### config.mk
export PLATFORM = sky130hd
export DESIGN_NAME = dcrb_top
export DESIGN_NICKNAME = d
export VERILOG_FILES = /design/src/dcrb_lpbk.v /design/src/dcrb_top.v
export VERILOG_INCLUDE_DIRS = /design/src
export SDC_FILE = /design/constraint.sdc
export NUM_CORES = 1
export LEC_CHECK = 0
export BUFFER_PORTS_ARGS = -buffer_cell sky130_fd_sc_hd__buf_2
export CAP_MARGIN = 40
export CORE_MARGIN = 8
export CORE_UTILIZATION = 25
export DETAILED_ROUTE_END_ITERATION = 8
export MAX_ROUTING_LAYER = met4
export SLEW_MARGIN = 20
export SYNTH_ARGS = -nofsm -noshare
export SYNTH_HDL_FRONTEND = slang
export SYNTH_SLANG_ARGS = --single-unit
### constraint.sdc
create_clock -name clk -period 4.1 [get_ports clk]
set_clock_uncertainty 0.2 [all_clocks]
set_input_delay 0.205 -clock clk [delete_from_list [all_inputs] [get_ports clk]]
set_output_delay 0.205 -clock clk [all_outputs]
set_load 0.01 [all_outputs]
### src/dcrb_map.vh
// register offsets, bit positions and codes for the drive command register bank
// assumes a 16-bit register-number port from the serial protocol decoder
`ifndef DCRB_MAP_VH
`define DCRB_MAP_VH
`define DCRB_REG_RESERVED   16'h0000
`define DCRB_REG_RUN_CMD    16'h0001
`define DCRB_RUN_CMD_RST    16'h0000
`define DCRB_BIT_RUN0       0
`define DCRB_BIT_RUN1       1
`define DCRB_BIT_EXT_FAULT  2
`define DCRB_BIT_FAULT_RST  3
`define DCRB_MFI_LSB        4
`define DCRB_MFI_MSB        10
`define DCRB_USED_MASK      16'h07ff
`define DCRB_FN_FREQ_REF    8'h28
`define DCRB_FN_RUN_SRC     8'h29
`define DCRB_FN_COMM_TEST   8'h43
`define DCRB_TEST_PATTERN   8'ha5
`define DCRB_TEST_BYTES     4'h8
`endif

### src/dcrb_lpbk.v
// loopback self-test engine for the serial link
// assumes tx and rx are bit-serial on clk; rx already synchronised by caller
`timescale 1ns/1ns
`include "dcrb_map.vh"
module dcrb_lpbk (
  input  wire       clk,      // system clock
  input  wire       rst,      // async reset, active high
  input  wire       start,    // one-cycle start pulse
  input  wire       rx_bit,   // looped receive bit
  output reg        tx_bit,   // transmit bit
  output reg        done,     // test finished, level
  output reg        pass      // result, valid with done
);
  localparam ST_IDLE = 2'd0;
  localparam ST_SEND = 2'd1;
  localparam ST_END  = 2'd2;
  reg [1:0] state_ff;
  reg [2:0] bit_ff;
  reg [3:0] byte_ff;
  reg       ok_ff;
  // loop latency is four cycles: tx_bit flop, tx pin flop plus two rx sync flops
  reg [3:0] chk_ff;
  reg [3:0] exp_ff;
  wire [7:0] pat = `DCRB_TEST_PATTERN ^ {4'h0, byte_ff};
  always @(posedge clk or posedge rst) begin
    if (rst) begin
      state_ff <= ST_IDLE;
      bit_ff   <= 3'h0;
      byte_ff  <= 4'h0;
      ok_ff    <= 1'b1;
      chk_ff   <= 4'h0;
      exp_ff   <= 4'h0;
      tx_bit   <= 1'b1;
      done     <= 1'b0;
      pass     <= 1'b0;
    end else begin
      // compare the bit sent four cycles earlier with what came back
      if (chk_ff[3] && (rx_bit != exp_ff[3]))
        ok_ff <= 1'b0;
      case (state_ff)
        ST_IDLE: begin
          chk_ff <= 4'h0;
          if (start) begin
            state_ff <= ST_SEND;
            ok_ff    <= 1'b1;
            bit_ff   <= 3'h0;
            byte_ff  <= 4'h0;
          end
        end
        ST_SEND: begin
          tx_bit <= pat[bit_ff];
          exp_ff <= {exp_ff[2:0], pat[bit_ff]};
          chk_ff <= {chk_ff[2:0], 1'b1};
          bit_ff <= bit_ff + 3'h1;
          if (bit_ff == 3'h7) begin
            byte_ff <= byte_ff + 4'h1;
            if (byte_ff == `DCRB_TEST_BYTES - 4'h1)
              state_ff <= ST_END;
          end
        end
        ST_END: begin
          // drain the pipe so the last bits are checked
          chk_ff <= {chk_ff[2:0], 1'b0};
          exp_ff <= {exp_ff[2:0], 1'b0};
          tx_bit <= 1'b1;
          if (chk_ff == 4'h0) begin
            done <= 1'b1;
            pass <= ok_ff;
          end
        end
        default: state_ff <= ST_IDLE;
      endcase
    end
  end
endmodule // dcrb_lpbk

### src/dcrb_top.v
// drive command register bank with serial loopback self-test
// assumes a protocol decoder giving register writes/reads as one-cycle strobes on clk
`timescale 1ns/1ns
`include "dcrb_map.vh"
module dcrb_top (
  input  wire        clk,                        // 50 MHz clock
  input  wire        rst,                        // async reset = power-up, active high
  input  wire        wr_stb,                     // register write strobe
  input  wire        rd_stb,                     // register read strobe
  input  wire [15:0] reg_addr,                   // register number
  input  wire [15:0] wr_data,                    // write data
  input  wire        run_command_method_select,  // run command method
  input  wire [7:0]  input1_function_select,     // input 1 function code
  input  wire [7:0]  input2_function_select,     // input 2 function code
  input  wire [7:0]  input6_function_select,     // input 6 function code
  input  wire        option_card_fitted,         // comm option card present (pin)
  input  wire        input_terminal_six,         // jumper to common present (pin)
  input  wire        rx_pin,                     // serial receive pin
  input  wire        tx_user,                    // normal transmit data
  output reg  [15:0] rd_data_ff,                 // read data
  output reg         rd_valid_ff,                // read data valid pulse
  output reg         rd_error_ff,                // read of unmapped register
  output reg         fwd_run_ff,                 // forward run command
  output reg         rev_run_ff,                 // reverse run command
  output reg         option_external_fault_ff,   // external fault raised
  output reg         fault_reset_ff,             // fault reset request pulse
  output reg  [6:0]  mfi_ff,                     // multi-function inputs 1..7
  output reg         serial_freq_ref_ff,         // freq reference from serial link
  output reg         serial_run_src_ff,          // run source from serial link
  output reg         tx_pin_ff,                  // serial transmit pin
  output reg         rx_user_ff,                 // received data to normal path
  output reg         test_mode_ff,               // self-test active
  output reg         selftest_ok_indication_ff,  // self-test pass display
  output reg         link_error_indication_ff    // self-test fail display
);
  reg  [15:0] run_cmd_ff;
  reg         opt_s1_ff, opt_s2_ff;
  reg         jmp_s1_ff, jmp_s2_ff;
  reg         rx_s1_ff, rx_s2_ff;
  reg  [1:0]  arm_ff;
  reg         armed_ff;
  reg         started_ff;
  wire        lb_tx;
  wire        lb_done;
  wire        lb_pass;
  wire        wr_run = wr_stb && (reg_addr == `DCRB_REG_RUN_CMD);
  wire        start  = armed_ff && !started_ff;

  // pins cross into clk domain
  always @(posedge clk or posedge rst) begin
    if (rst) begin
      opt_s1_ff <= 1'b0;
      opt_s2_ff <= 1'b0;
      jmp_s1_ff <= 1'b0;
      jmp_s2_ff <= 1'b0;
      rx_s1_ff  <= 1'b1;
      rx_s2_ff  <= 1'b1;
    end else begin
      opt_s1_ff <= option_card_fitted;
      opt_s2_ff <= opt_s1_ff;
      jmp_s1_ff <= input_terminal_six;
      jmp_s2_ff <= jmp_s1_ff;
      rx_s1_ff  <= rx_pin;
      rx_s2_ff  <= rx_s1_ff;
    end
  end

  // command word storage and readback
  always @(posedge clk or posedge rst) begin
    if (rst) begin
      run_cmd_ff  <= `DCRB_RUN_CMD_RST;
      rd_data_ff  <= 16'h0000;
      rd_valid_ff <= 1'b0;
      rd_error_ff <= 1'b0;
    end else begin
      // reserved bits kept zero in case master slips
      if (wr_run)
        run_cmd_ff <= wr_data & `DCRB_USED_MASK;
      rd_valid_ff <= rd_stb;
      // reserved register reads zero, writes ignored
      rd_error_ff <= rd_stb && (reg_addr != `DCRB_REG_RUN_CMD) && (reg_addr != `DCRB_REG_RESERVED);
      if (rd_stb)
        rd_data_ff <= (reg_addr == `DCRB_REG_RUN_CMD) ? run_cmd_ff : 16'h0000;
    end
  end

  // decoded drive commands; forced off during self-test
  always @(posedge clk or posedge rst) begin
    if (rst) begin
      fwd_run_ff               <= 1'b0;
      rev_run_ff               <= 1'b0;
      option_external_fault_ff <= 1'b0;
      fault_reset_ff           <= 1'b0;
      mfi_ff                   <= 7'h00;
      serial_freq_ref_ff       <= 1'b0;
      serial_run_src_ff        <= 1'b0;
    end else if (test_mode_ff) begin
      fwd_run_ff               <= 1'b0;
      rev_run_ff               <= 1'b0;
      option_external_fault_ff <= 1'b0;
      fault_reset_ff           <= 1'b0;
      mfi_ff                   <= 7'h00;
      serial_freq_ref_ff       <= 1'b0;
      serial_run_src_ff        <= 1'b0;
    end else begin
      if (run_command_method_select) begin
        fwd_run_ff <= run_cmd_ff[`DCRB_BIT_RUN0] && !run_cmd_ff[`DCRB_BIT_RUN1];
        rev_run_ff <= run_cmd_ff[`DCRB_BIT_RUN0] && run_cmd_ff[`DCRB_BIT_RUN1];
      end else begin
        // separate fwd/rev, both set means stop
        fwd_run_ff <= run_cmd_ff[`DCRB_BIT_RUN0] && !run_cmd_ff[`DCRB_BIT_RUN1];
        rev_run_ff <= run_cmd_ff[`DCRB_BIT_RUN1] && !run_cmd_ff[`DCRB_BIT_RUN0];
      end
      option_external_fault_ff <= run_cmd_ff[`DCRB_BIT_EXT_FAULT];
      // reset request on each write with bit set
      fault_reset_ff <= wr_run && wr_data[`DCRB_BIT_FAULT_RST];
      mfi_ff <= run_cmd_ff[`DCRB_MFI_MSB:`DCRB_MFI_LSB];
      serial_freq_ref_ff <= (input1_function_select == `DCRB_FN_FREQ_REF) &&
                            run_cmd_ff[`DCRB_MFI_LSB] && !opt_s2_ff;
      serial_run_src_ff <= (input2_function_select == `DCRB_FN_RUN_SRC) &&
                           run_cmd_ff[`DCRB_MFI_LSB + 1];
    end
  end

  // test mode latched once after power-up; setting needs jumper too
  always @(posedge clk or posedge rst) begin
    if (rst) begin
      arm_ff       <= 2'h3;
      armed_ff     <= 1'b0;
      started_ff   <= 1'b0;
      test_mode_ff <= 1'b0;
    end else begin
      // synced jumper is only valid two edges after release
      if (arm_ff != 2'h0)
        arm_ff <= arm_ff - 2'h1;
      // sampled only at power-up with jumper fitted
      if (arm_ff == 2'h1)
        armed_ff <= (input6_function_select == `DCRB_FN_COMM_TEST) && jmp_s2_ff;
      if (start)
        started_ff <= 1'b1;
      // stays in test until power removed
      test_mode_ff <= armed_ff;
    end
  end

  dcrb_lpbk u_lpbk (
    .clk    (clk),
    .rst    (rst),
    .start  (start),
    .rx_bit (rx_s2_ff),
    .tx_bit (lb_tx),
    .done   (lb_done),
    .pass   (lb_pass)
  );

  // link muxing and result display
  always @(posedge clk or posedge rst) begin
    if (rst) begin
      tx_pin_ff                 <= 1'b1;
      rx_user_ff                <= 1'b1;
      selftest_ok_indication_ff <= 1'b0;
      link_error_indication_ff  <= 1'b0;
    end else begin
      // transmit own data in test mode
      tx_pin_ff  <= test_mode_ff ? lb_tx : tx_user;
      rx_user_ff <= test_mode_ff ? 1'b1 : rx_s2_ff;
      selftest_ok_indication_ff <= test_mode_ff && lb_done && lb_pass;
      link_error_indication_ff  <= test_mode_ff && lb_done && !lb_pass;
    end
  end
endmodule // dcrb_top

* After elaboration in Yosys (flattened, before gate mapping)
Index checks and enable logic that the tools add are counted.
Operators by class: reductions and logical operators 32, bitwise logic cells 2, add/sub/neg operators 3, magnitude comparators 1, mux-type cells 28, equal/unequal tests 14
Operator list (count):
- equality test 16 x 1 -> 1 bit (second input constant) | 1
- equality test 8 x 6 -> 1 bit (second input constant) | 2
- logical AND 1 bit | 16
- inequality test 16 x 1 -> 1 bit (second input constant) | 1
- one-hot mux 4 bit (2 select lines) | 2
- nonzero test 16 bit | 1
- 2-to-1 mux 1 bit | 13
- one-hot mux 4 bit (3 select lines) | 1
- 2-to-1 mux 11 bit | 1
- equality test 8 x 7 -> 1 bit (second input constant) | 1
- 2-to-1 mux 4 bit | 2
- 2-to-1 mux 7 bit | 1
- 2-to-1 mux 2 bit | 3
- one-hot mux 2 bit (3 select lines) | 1
- one-hot mux 3 bit (2 select lines) | 1
- nonzero test 2 bit | 3
- zero test 1 bit | 5
- adder 4 x 1 -> 4 bit (second input constant) | 1
- equality test 2 x 1 -> 1 bit (second input constant) | 2
- equality test 4 x 3 -> 1 bit (second input constant) | 1
- zero test 4 bit | 1
- < comparator 3 x 4 -> 1 bit (second input constant) | 1
- inequality test 2 x 1 -> 1 bit (second input constant) | 2
- NOT 2 -> 4 bit | 1
- other kinds (15) | 16
Word-level totals: word-level logic and storage cells 114, output and inout port bits 36, input bits 65, register bits after elaboration 78

* Depth between registers and ports, before layout
Gate-level depths: netlist of run 1.
word-level depth 5, depth in mapped cells 6, mapped depth without buffers 6

* By module
Synthesis of run 1 repeated with hierarchy kept, for this count alone.
Unflattened totals: cells, all modules 242, area, all modules 3126.7 um2
By module, submodules not included:
- dcrb_top | area each 1999.4 um2, instances 1, seq. area each 1308.8 um2, cells an instance 140
- dcrb_lpbk | area each 1127.3 um2, instances 1, seq. area each 528.0 um2, cells an instance 102

* Least setup slack after synthesis of run 1
OpenSTA, ideal clock, no wires.
kind input port to flip-flop, start point input reg_addr[10], end point register run_cmd_ff[0], buffers on the path 1, required time 3.775 ns, path slack 2.306 ns, library setup time 0.125 ns, stages on the path 5, arrival 1.469 ns, path through or4_4 nor2_1 nand4_1 buf_4 mux2_4
Between the ends: longest elaborated chain between the ends 2
RTL lines:
- start, declared | line dcrb_top.v:10 | input wire [15:0] reg_addr,
- equality test 16 x 1 -> 1 bit (no source line)
- logical AND 1 bit | line dcrb_top.v:46 | wire wr_run = wr_stb && (reg_addr == `DCRB_REG_RUN_CMD);
- end signal, assigned | line dcrb_top.v:71 | run_cmd_ff <= `DCRB_RUN_CMD_RST;
- end signal, assigned | line dcrb_top.v:78 | run_cmd_ff <= wr_data & `DCRB_USED_MASK;
- end, declared | line dcrb_top.v:36 | reg [15:0] run_cmd_ff;
No other way between the ends. A chain may end at the register's enable or synchronous reset.

* Final worst setup path of run 1
start point input input2_function_select[6], end point register serial_run_src_ff
Between the ends: longest elaborated chain between the ends 3
RTL lines:
- start, declared | line dcrb_top.v:14 | input wire [7:0] input2_function_select,
- equality test 8 x 6 -> 1 bit (no source line)
- logical AND 1 bit | line dcrb_top.v:120 | serial_run_src_ff <= (input2_function_select == `DCRB_FN_RUN_SRC) &&
- 2-to-1 mux 1 bit | line dcrb_top.v:97 | end else if (test_mode_ff) begin
- end signal, assigned | line dcrb_top.v:120
- end, declared | line dcrb_top.v:29 | output reg serial_run_src_ff,
No other way between the ends.

==> flow_summary.toml, run 1 <==
[sta]
rsz0062_at_grt = "no"
timing.final.crit_share_pct = 56.8
whs_ns = 0.0256
worstMarginPinSlew_ns = 0.613
fin_ws_ns = 1.77
finalHoldViolations = 0
finalSetupViolCount = 0
maxSlewViolCount = 0
tns_ns = 0
slew_headroom_pct = 59.1
fmax_ghz = 0.429
min_period_ns = 2.33

[pwr]
p_per_area_nw_per_um2 = 367
vdd_ir_drop_max_uv = 207
share_comb_of_total_power_pct = 4.8
power_switching_share_pct = 20.2
leakage_nw = 2.11
power_mw = 1.55
pwr-share-clk_pct = 48.3
internal_power_mw = 1.24
switching_power_uw = 313
p_seq_share_pct = 46.9

[min_path]
hold_path_class = "in2reg"
hp-start = "run_command_method_select"
hold_depth = 3
worstHoldEndpoint = "rev_run_ff"

[die]
die_area_um2 = 16000
die_w_um = 127
coreArea_um2 = 12000
io-pin-count = 101
rows = 40
die_y_um = 127
start_util_pct = 25.5

[worst_setup_path]
worst_r2r_path_depth = 6
rr_endpoint = "armed_ff"
crit_fanout = 1
r2r_start = "arm_ff[1]"
worstSetupStartpointType = "input port"
r2r_setup_slack_ns = 1.78
arrival_ns = 2.39
path_class = "in2reg"
required_ns = 4.16
crit_path_end_kind = "register"

[synthesis]
yosys.area.top_type_share_pct = 53.3
yosysUniqueCellTypes = 45
ys_ff_latch = 73
yosysSeqAreaShare_pct = 60.1
yosys_most_used_dff = "dfrtp_1"
syn_inst = 237
ys_warn_count = 0
yosys.area.top_type = "dfrtp_1"
synthTopCellsByArea = "dfrtp_1 (53%), dfstp_2 (6.9%), mux2_4 (4.9%), a22o_1 (4.0%), ha_1 (3.7%)"
synth_area_um2 = 3050
synth_edf_count = 0
syn_avg_cell_area_um2 = 12.9
async_flop_share_pct = 100

[clock_network]
cts-root-buf = "clkbuf_16"
cts-resized-gates = 0
clkTransAtPathRegs_ns = 0.06
cts_sinks = 73
clockBufferDepth = 2
clock_latency_ns = 0.33
htree_levels = 3
holdBufCountCts = 27
numCtsBuffers = 9
cts_setup_buffers = 0
cts_tree = "built"

[place]
portBuffers = 90
dp_hpwl_um = 5070
gp_congestion = 0.755
dpl_worst_slack_ns = 1.86

[drt]
route.detailed.drc = 0
drt_iter0_drc = 85
finalWirelength_um = 7040
firstDrtPassIters = 4
ant_nets = 0
wl_per_cell_um = 13.7
via_count = 2240
vias_per_cell = 4.37

[run_status]
outcome = "finished, final reports clean"

[final_layout]
syn_to_final_growth_pct = 38.3
nets = 435
drive_above_1_share_pct = 37.4
antennaDiodeCount = 0

[global_route]
grt_max_degree = 38
overflow = 0
grt_pass1_wl_um = 12000
grtUsageTotal_pct = 9.40
antenna_found_initial = 0
grt_pass1_vias = 2442

[flow_run]
maxCapViolCount = 0
[flip-flops by register name, indices dropped and copies added, names as in the netlist, 2 cells and up]
name / flops
mfi_ff: 7
run_cmd_ff: 11
u_lpbk.state_ff: 2
u_lpbk.chk_ff: 4
arm_ff: 2
u_lpbk.exp_ff: 4
rd_data_ff: 11
u_lpbk.byte_ff: 4
u_lpbk.bit_ff: 3
[worst max path at each step]
stage,start,to,slack (ns),depth (start not counted)
after CTS,arm_ff[1],armed_ff,1.79,6
final,input2_function_select[6],serial_run_src_ff,1.77,6
after detailed placement,reg_addr[10],run_cmd_ff[8],1.86,6
after global placement,reg_addr[10],run_cmd_ff[9],1.47,5
after global routing,input2_function_select[6],serial_run_src_ff,1.69,6
after floorplan,rst,armed_ff,1.85,1
[Yosys cell counts, types with 2 or more instances]
master / number
a21oi_1: 5
mux2_4: 10
o22ai_1: 3
dfstp_2: 8
clkbuf_1: 3
o21ai_0: 8
nand3_1: 3
nand4b_1: 2
nor2_1: 7
nand4_1: 2
and3_1: 2
nor4b_1: 4
nor2b_1: 10
a32o_1: 2
or4_4: 2
nor3_1: 2
nand2_1: 18
nor4_1: 3
mux2i_1: 3
o211ai_1: 2
buf_4: 6
a22o_1: 14
dfrtp_1: 65
nand2b_1: 2
xor2_1: 2
mux2_2: 7
nor3b_1: 3
ha_1: 9
or2_2: 2
inv_1: 13
[metal layers]
metal	share of wire, %	GRT usage (%)
met1	46	11.4
met2	47	14.6
met3	6.1	2.85
met4	1.3	3.40
met5	0	-
[power groups by stage]
stage	registers (mW)	logic, mW	clock network, mW
after CTS	0.727	0.0739	0.770
after global placement	0.740	0.0559	0
after global routing	0.727	0.0838	0.802
after detailed placement	0.740	0.0577	0
final	0.727	0.0750	0.749
after floorplan	0.740	0.0235	0
[logic make-up (layout without fill, tap and decap cells)]
group	after synthesis	after routing	share of synthesized area, %
adders and majority gates	9	9	3.69
other	1	5	0.123
muxes	21	21	8.85
xor gates and xnor gates	3	3	0.860
AOI/OAI and AO/OA	38	38	8.97
DFF	73	73	60.1
buffers and inverters	24	149	3.93
and+or+nand+nor	68	68	13.4
[critical path, cell delays in order]
cell and delay (ns):
dlygate4sd3_1 0.54, buf_2 0.12, nor4b_1 0.25, dlygate4sd3_1 0.59
and3_1 0.14, dlygate4sd3_1 0.54
[per-stage QoR]
step                      cell area [um2]  util, %  instances
after detailed placement             3650     30.5        469
after floorplan                      3070        -        241
after global placement               3640     30.4        468
final                                4230     35.3        513
after CTS                            4210     35.2        512
after global routing                 4230     35.3        513
[cells in the final DEF, fill, tap and decap left out, drive strengths merged, types with 2 or more instances in the layout]
master,Yosys,final
mux2,18,18
dfstp,8,8
o22ai,3,3
xor2,2,2
and3,3,3
nand4b,2,2
o21ai,8,8
nor4b,4,4
nor4,4,4
nor3b,3,3
or4,3,3
nor2b,10,10
a22o,14,14
nand3,3,3
dlygate4sd3,0,27
nor3,2,2
conb,1,5
buf,8,93
nor2,7,7
clkinv,0,2
inv,13,13
mux2i,3,3
nand2b,2,2
a21oi,5,5
dfrtp,65,65
nand4,2,2
a32o,2,2
or2,2,2
nand2,18,18
ha,9,9
clkbuf,3,13
o211ai,2,2
[area by class of cell]
class | count | area (um2)
Fill cell | 1174 | 7740
Sequential cell | 73 | 1840
Multi-Input combinational cell | 144 | 1110
Timing Repair Buffer | 120 | 759
Clock buffer | 13 | 240
Tap cell | 147 | 184
Inverter | 13 | 48.8
Clock inverter | 3 | 43.8
No activity file was read; power rests on OpenSTA's default activity.
==> inputs of run 2 (changes only) <==
==> constraint.sdc (replaced) <==
create_clock -name clk -period 2.1 [get_ports clk]
set_clock_uncertainty 0.2 [all_clocks]
set_input_delay 0.105 -clock clk [delete_from_list [all_inputs] [get_ports clk]]
set_output_delay 0.105 -clock clk [all_outputs]
set_load 0.01 [all_outputs]
==> flow_summary.toml, run 2 (synthesized netlist as in run 1, its figures left out) <==
[final_layout]
final_cells = 524
drive_above_1_share_pct = 38.2
layout_common_cells = "buf_2 (90), dfrtp_1 (65), dlygate4sd3_1 (35), nand2_1 (18), a22o_1 (14)"
reg_top3 = "rd_data_ff x11, run_cmd_ff x11, mfi_ff x7"
final_util_pct = 36.6
nets = 446
syn_to_final_growth_pct = 43.2
final_common_cell = "buf_2"
antennaDiodeCount = 0

[sta]
maxSlewViolCount = 0
tns_ns = 0
min_period_ns = 1.92
worstMarginPinSlew_ns = 0.681
finalSetupViolCount = 0
whs_ns = 0.0684
slew_headroom_pct = 54.5
fmax_ghz = 0.521
finalHoldViolations = 0
rsz0062_at_grt = "no"
timing.final.crit_share_pct = 91.3

[run_status]
outcome = "finished, final reports clean"

[min_path]
hold_path_class = "in2reg"

[pwr]
p_seq_share_pct = 43.8
share_comb_of_total_power_pct = 4.9
internal_power_mw = 2.58
switching_power_uw = 662
power_mw = 3.24
pwr-share-clk_pct = 51.4
vdd_ir_drop_max_uv = 397
power_switching_share_pct = 20.4
leakage_nw = 2.18
p_per_area_nw_per_um2 = 742

[worst_setup_path]
slowest_delay_ns = 0.58
path_class = "in2reg"
required_ns = 2.13
crit_family = "buffers and inverters"
crit_path_top_delay_cell = "dlygate4sd3_1"
crit_chain = "dlygate4sd3_1 > buf_2 > nor4b_1 > dlygate4sd3_1 > nand3_1 > nor4b_1"
crit_fanout = 1
worstSetupStartpointType = "input port"
arrival_ns = 1.95
crit_path_end_kind = "register"
cp_num_buf_inv = 3

[global_route]
grt_pass1_wl_um = 12200
antenna_found_initial = 0
grt_max_degree = 36
grtUsageTotal_pct = 9.50
grt_pass1_vias = 2530
overflow = 0

[drt]
ant_nets = 0
firstDrtPassIters = 4
vias_per_cell = 4.40
finalWirelength_um = 7170
route.detailed.drc = 0
drt_iter0_drc = 99
via_count = 2308
wl_per_cell_um = 13.7

[flow_run]
maxCapViolCount = 0

[clock_network]
numCtsBuffers = 9
cts_tree = "built"
clockBufferDepth = 2
cts_sinks = 73
cts-root-buf = "clkbuf_16"
htree_levels = 3
clock_latency_ns = 0.33
clkTransAtPathRegs_ns = 0.06

[die]
die_w_um = 127
coreArea_um2 = 12000
rows = 40
die_area_um2 = 16000
start_util_pct = 25.5
die_y_um = 127
io-pin-count = 101

[place]
dp_hpwl_um = 5070
place_inst = 473
gp_congestion = 0.801
portBuffers = 90
==> run 2: changes by cell type in the layout (fill, tap and decap cells not counted) <==
cell           delta
inv_6             +1
clkinvlp_4        +2
inv_2             -1
clkbuf_8          +1
clkbuf_1          -4
buf_4             +4
dlygate4sd3_1     +8
bufinv_16         +1
buf_6             -1
==> run 2: area by class of cell <==
cell class              instances  area (um2)
inverters                      13        52.6
clock inverters                 6        90.1
repair buffers                131         858
fillers                      1160        7590
well taps                     147         184
multi-input cells             144        1110
clock buffers                  10         239
flip-flops and latches         73        1840
==> run 2: per-layer routing <==
layer | vias to the layer above | part of all wire, % | GRT usage (%)
li1 | 1102 | - | -
met1 | 1125 | 45 | 11.3
met2 | 72 | 47 | 15.1
met3 | 9 | 6.3 | 2.64
met4 | 0 | 1.4 | 3.61
met5 | - | 0 | -
==> run 2: metrics by stage <==
stage	setup WS, ns	area, um2
after floorplan	0.382	3070
after global placement	0.243	3690
after detailed placement	0.219	3690
after CTS	0.167	4370
after global routing	0.0221	4370
final	0.182	4370
==> run 2: worst reg2reg max path, stage by stage (launching register included) <==
cell and delay, ns:
dfrtp_1 0.43, ha_1 0.21, ha_1 0.25, nand2_1 0.11, a21oi_1 0.04, mux2_2 0.26, a22o_1 0.22
==> run 2: timing repair <==
item,4_1_cts,5_1_grt
setup buffers,0,0
hold buffers,35,0
endpoints found under the hold margin,42,0
gates resized for setup,0,0
==> run 2: path summary, 6_finish.rpt <==
| path | depth (start not counted) | startpoint | slack, ns | end |
|---|---|---|---|---|
| max | 6 | input1_function_select[4] | 0.18 | serial_freq_ref_ff |
| min | 4 | wr_stb | 0.07 | run_cmd_ff[9] |
| max reg2reg | 6 | u_lpbk.bit_ff[1] | 0.28 | u_lpbk.byte_ff[2] |
| min reg2reg | 0 | opt_s1_ff | 0.15 | opt_s2_ff |
| max in group asynchronous | 4 | rst | 0.88 | fault_reset_ff |
| min in group asynchronous | 3 | rst | 0.23 | run_cmd_ff[0] |
==> run 2: power by group through the flow <==
stage	sequential (mW)	clock (mW)	combinational, mW
floorplan	1.44	0	0.0462
global placement	1.44	0	0.115
detailed placement	1.44	0	0.118
CTS	1.42	1.71	0.161
global route	1.42	1.77	0.176
finish	1.42	1.67	0.158
==> inputs of run 3 (changes only) <==
--- a/config.mk
+++ b/config.mk
@@ -11,6 +11,7 @@
 export CORE_MARGIN = 8
 export CORE_UTILIZATION = 25
 export DETAILED_ROUTE_END_ITERATION = 8
+export GPL_TIMING_DRIVEN = 1
 export MAX_ROUTING_LAYER = met4
 export SLEW_MARGIN = 20
 export SYNTH_ARGS = -nofsm -noshare
==> constraint.sdc (replaced) <==
create_clock -name clk -period 2.2 [get_ports clk]
set_clock_uncertainty 0.2 [all_clocks]
set_input_delay 0.11 -clock clk [delete_from_list [all_inputs] [get_ports clk]]
set_output_delay 0.11 -clock clk [all_outputs]
set_load 0.01 [all_outputs]
==> flow_summary.toml, run 3 (synthesized netlist as in run 1, its figures left out) <==
[run_status]
outcome = "finished, final reports clean"

[global_route]
gr-usage-met3_pct = 2.60
antenna_found_initial = 0
grt_max_degree = 74
overflow = 0
grt_util_met1_pct = 10.8
grtUsageTotal_pct = 9.49
grt_pass1_wl_um = 12000
top_usage_layer = "met2"
grt.met2_usage_pct = 15.6
grt_pass1_vias = 2493

[drt]
finalWirelength_um = 7250
ant_nets = 0
vias_per_cell = 4.41
firstDrtPassIters = 4
via_count = 2282
route.detailed.drc = 0
wl_per_cell_um = 14.0
drt_iter0_drc = 103

[pwr]
p_per_area_nw_per_um2 = 714
leakage_nw = 2.16
vdd_ir_drop_max_uv = 355

[die]
rows = 40
start_util_pct = 25.5
die_area_um2 = 16000
io-pin-count = 101
die_y_um = 127
coreArea_um2 = 12000
die_w_um = 127

[worst_setup_path]
crit_fanout = 1
path_class = "in2reg"
crit_path_end_kind = "register"
required_ns = 2.21
arrival_ns = 2.00
worstSetupStartpointType = "input port"

[clock_network]
clockBufferDepth = 2
cts_sinks = 73
cts_tree = "built"
numCtsBuffers = 9
clkTransAtPathRegs_ns = 0.06
htree_levels = 3
clock_latency_ns = 0.33
cts-resized-gates = 0
cts-root-buf = "clkbuf_16"

[sta]
fin_ws_ns = 0.211
min_period_ns = 1.99
whs_ns = 0.0704
worstMarginPinSlew_ns = 0.501
timing.final.crit_share_pct = 90.4
rsz0062_at_grt = "no"
maxSlewViolCount = 0
fmax_ghz = 0.503
tns_ns = 0
finalHoldViolations = 0
finalSetupViolCount = 0
slew_headroom_pct = 65.7

[final_layout]
nets = 440
fill_cells = 1185
reg_top3 = "rd_data_ff x11, run_cmd_ff x11, mfi_ff x7"
layout_common_cells = "buf_2 (90), dfrtp_1 (65), dlygate4sd3_1 (30), nand2_1 (18), a22o_1 (14)"
final_cells = 518
drive_above_1_share_pct = 38.5
antennaDiodeCount = 0
final_common_cell = "buf_2"
syn_to_final_growth_pct = 41.2
final_util_pct = 36.0

[place]
dp_hpwl_um = 5100
dpl_worst_slack_ns = 0.324
place_inst = 472
portBuffers = 90
gp_congestion = 0.785

[min_path]
hold_path_class = "in2reg"

[flow_run]
maxCapViolCount = 0
## run 3: routing by layer
metal | wire, um | up-vias
li1 | - | 1087
met1 | 3200 | 1113
met2 | 3530 | 72
met3 | 391 | 10
met4 | 127 | 0
met5 | 0 | -
## run 3: area by class of cell
class	count	area [um2]	area share, %
flip-flops and latches	73	1840	42.6
multi-input cells	144	1110	25.8
repair buffers	125	801	18.6
clock buffers	10	239	5.54
well taps	147	184	4.27
clock inverters	6	90.1	2.09
inverters	13	48.8	1.13
## run 3: through the flow
step	area [um2]	power (mW)
after global placement	3680	1.48
after detailed placement	3680	1.49
after global routing	4310	3.19
final	4310	3.08
after CTS	4310	3.12
after floorplan	3070	1.42
## run 3: worst max-delay path: stages
cell and delay, ns:
dlygate4sd3_1 0.53, buf_2 0.12, nand3_1 0.05, dlygate4sd3_1 0.55
o22ai_1 0.08, dlygate4sd3_1 0.56
## run 3: worst paths after layout
check | startpoint | endpoint | slack [ns] | depth (start not counted)
max reg2reg | jmp_s2_ff | armed_ff | 0.26 | 4
min | wr_stb | run_cmd_ff[9] | 0.07 | 4
min in group asynchronous | rst | jmp_s1_ff | 0.21 | 4
max in group asynchronous | rst | u_lpbk.tx_bit | 1.25 | 4
max | input6_function_select[6] | armed_ff | 0.21 | 6
min reg2reg | rx_s1_ff | rx_s2_ff | 0.16 | 0
## run 3: timing repair
item	CTS	global route
endpoints found under the setup margin	0	0
buffers inserted	0	0
hold endpoints to repair	95	0
hold buffers	30	0
## run 3: power by group
group | internal [mW] | leakage [nW] | switching [mW]
Combinational | 0.0774 | 1.08 | 0.0632
Sequential | 1.35 | 0.918 | 0.00253
Clock | 1.03 | 0.159 | 0.556
Total | 2.46 | 2.16 | 0.621
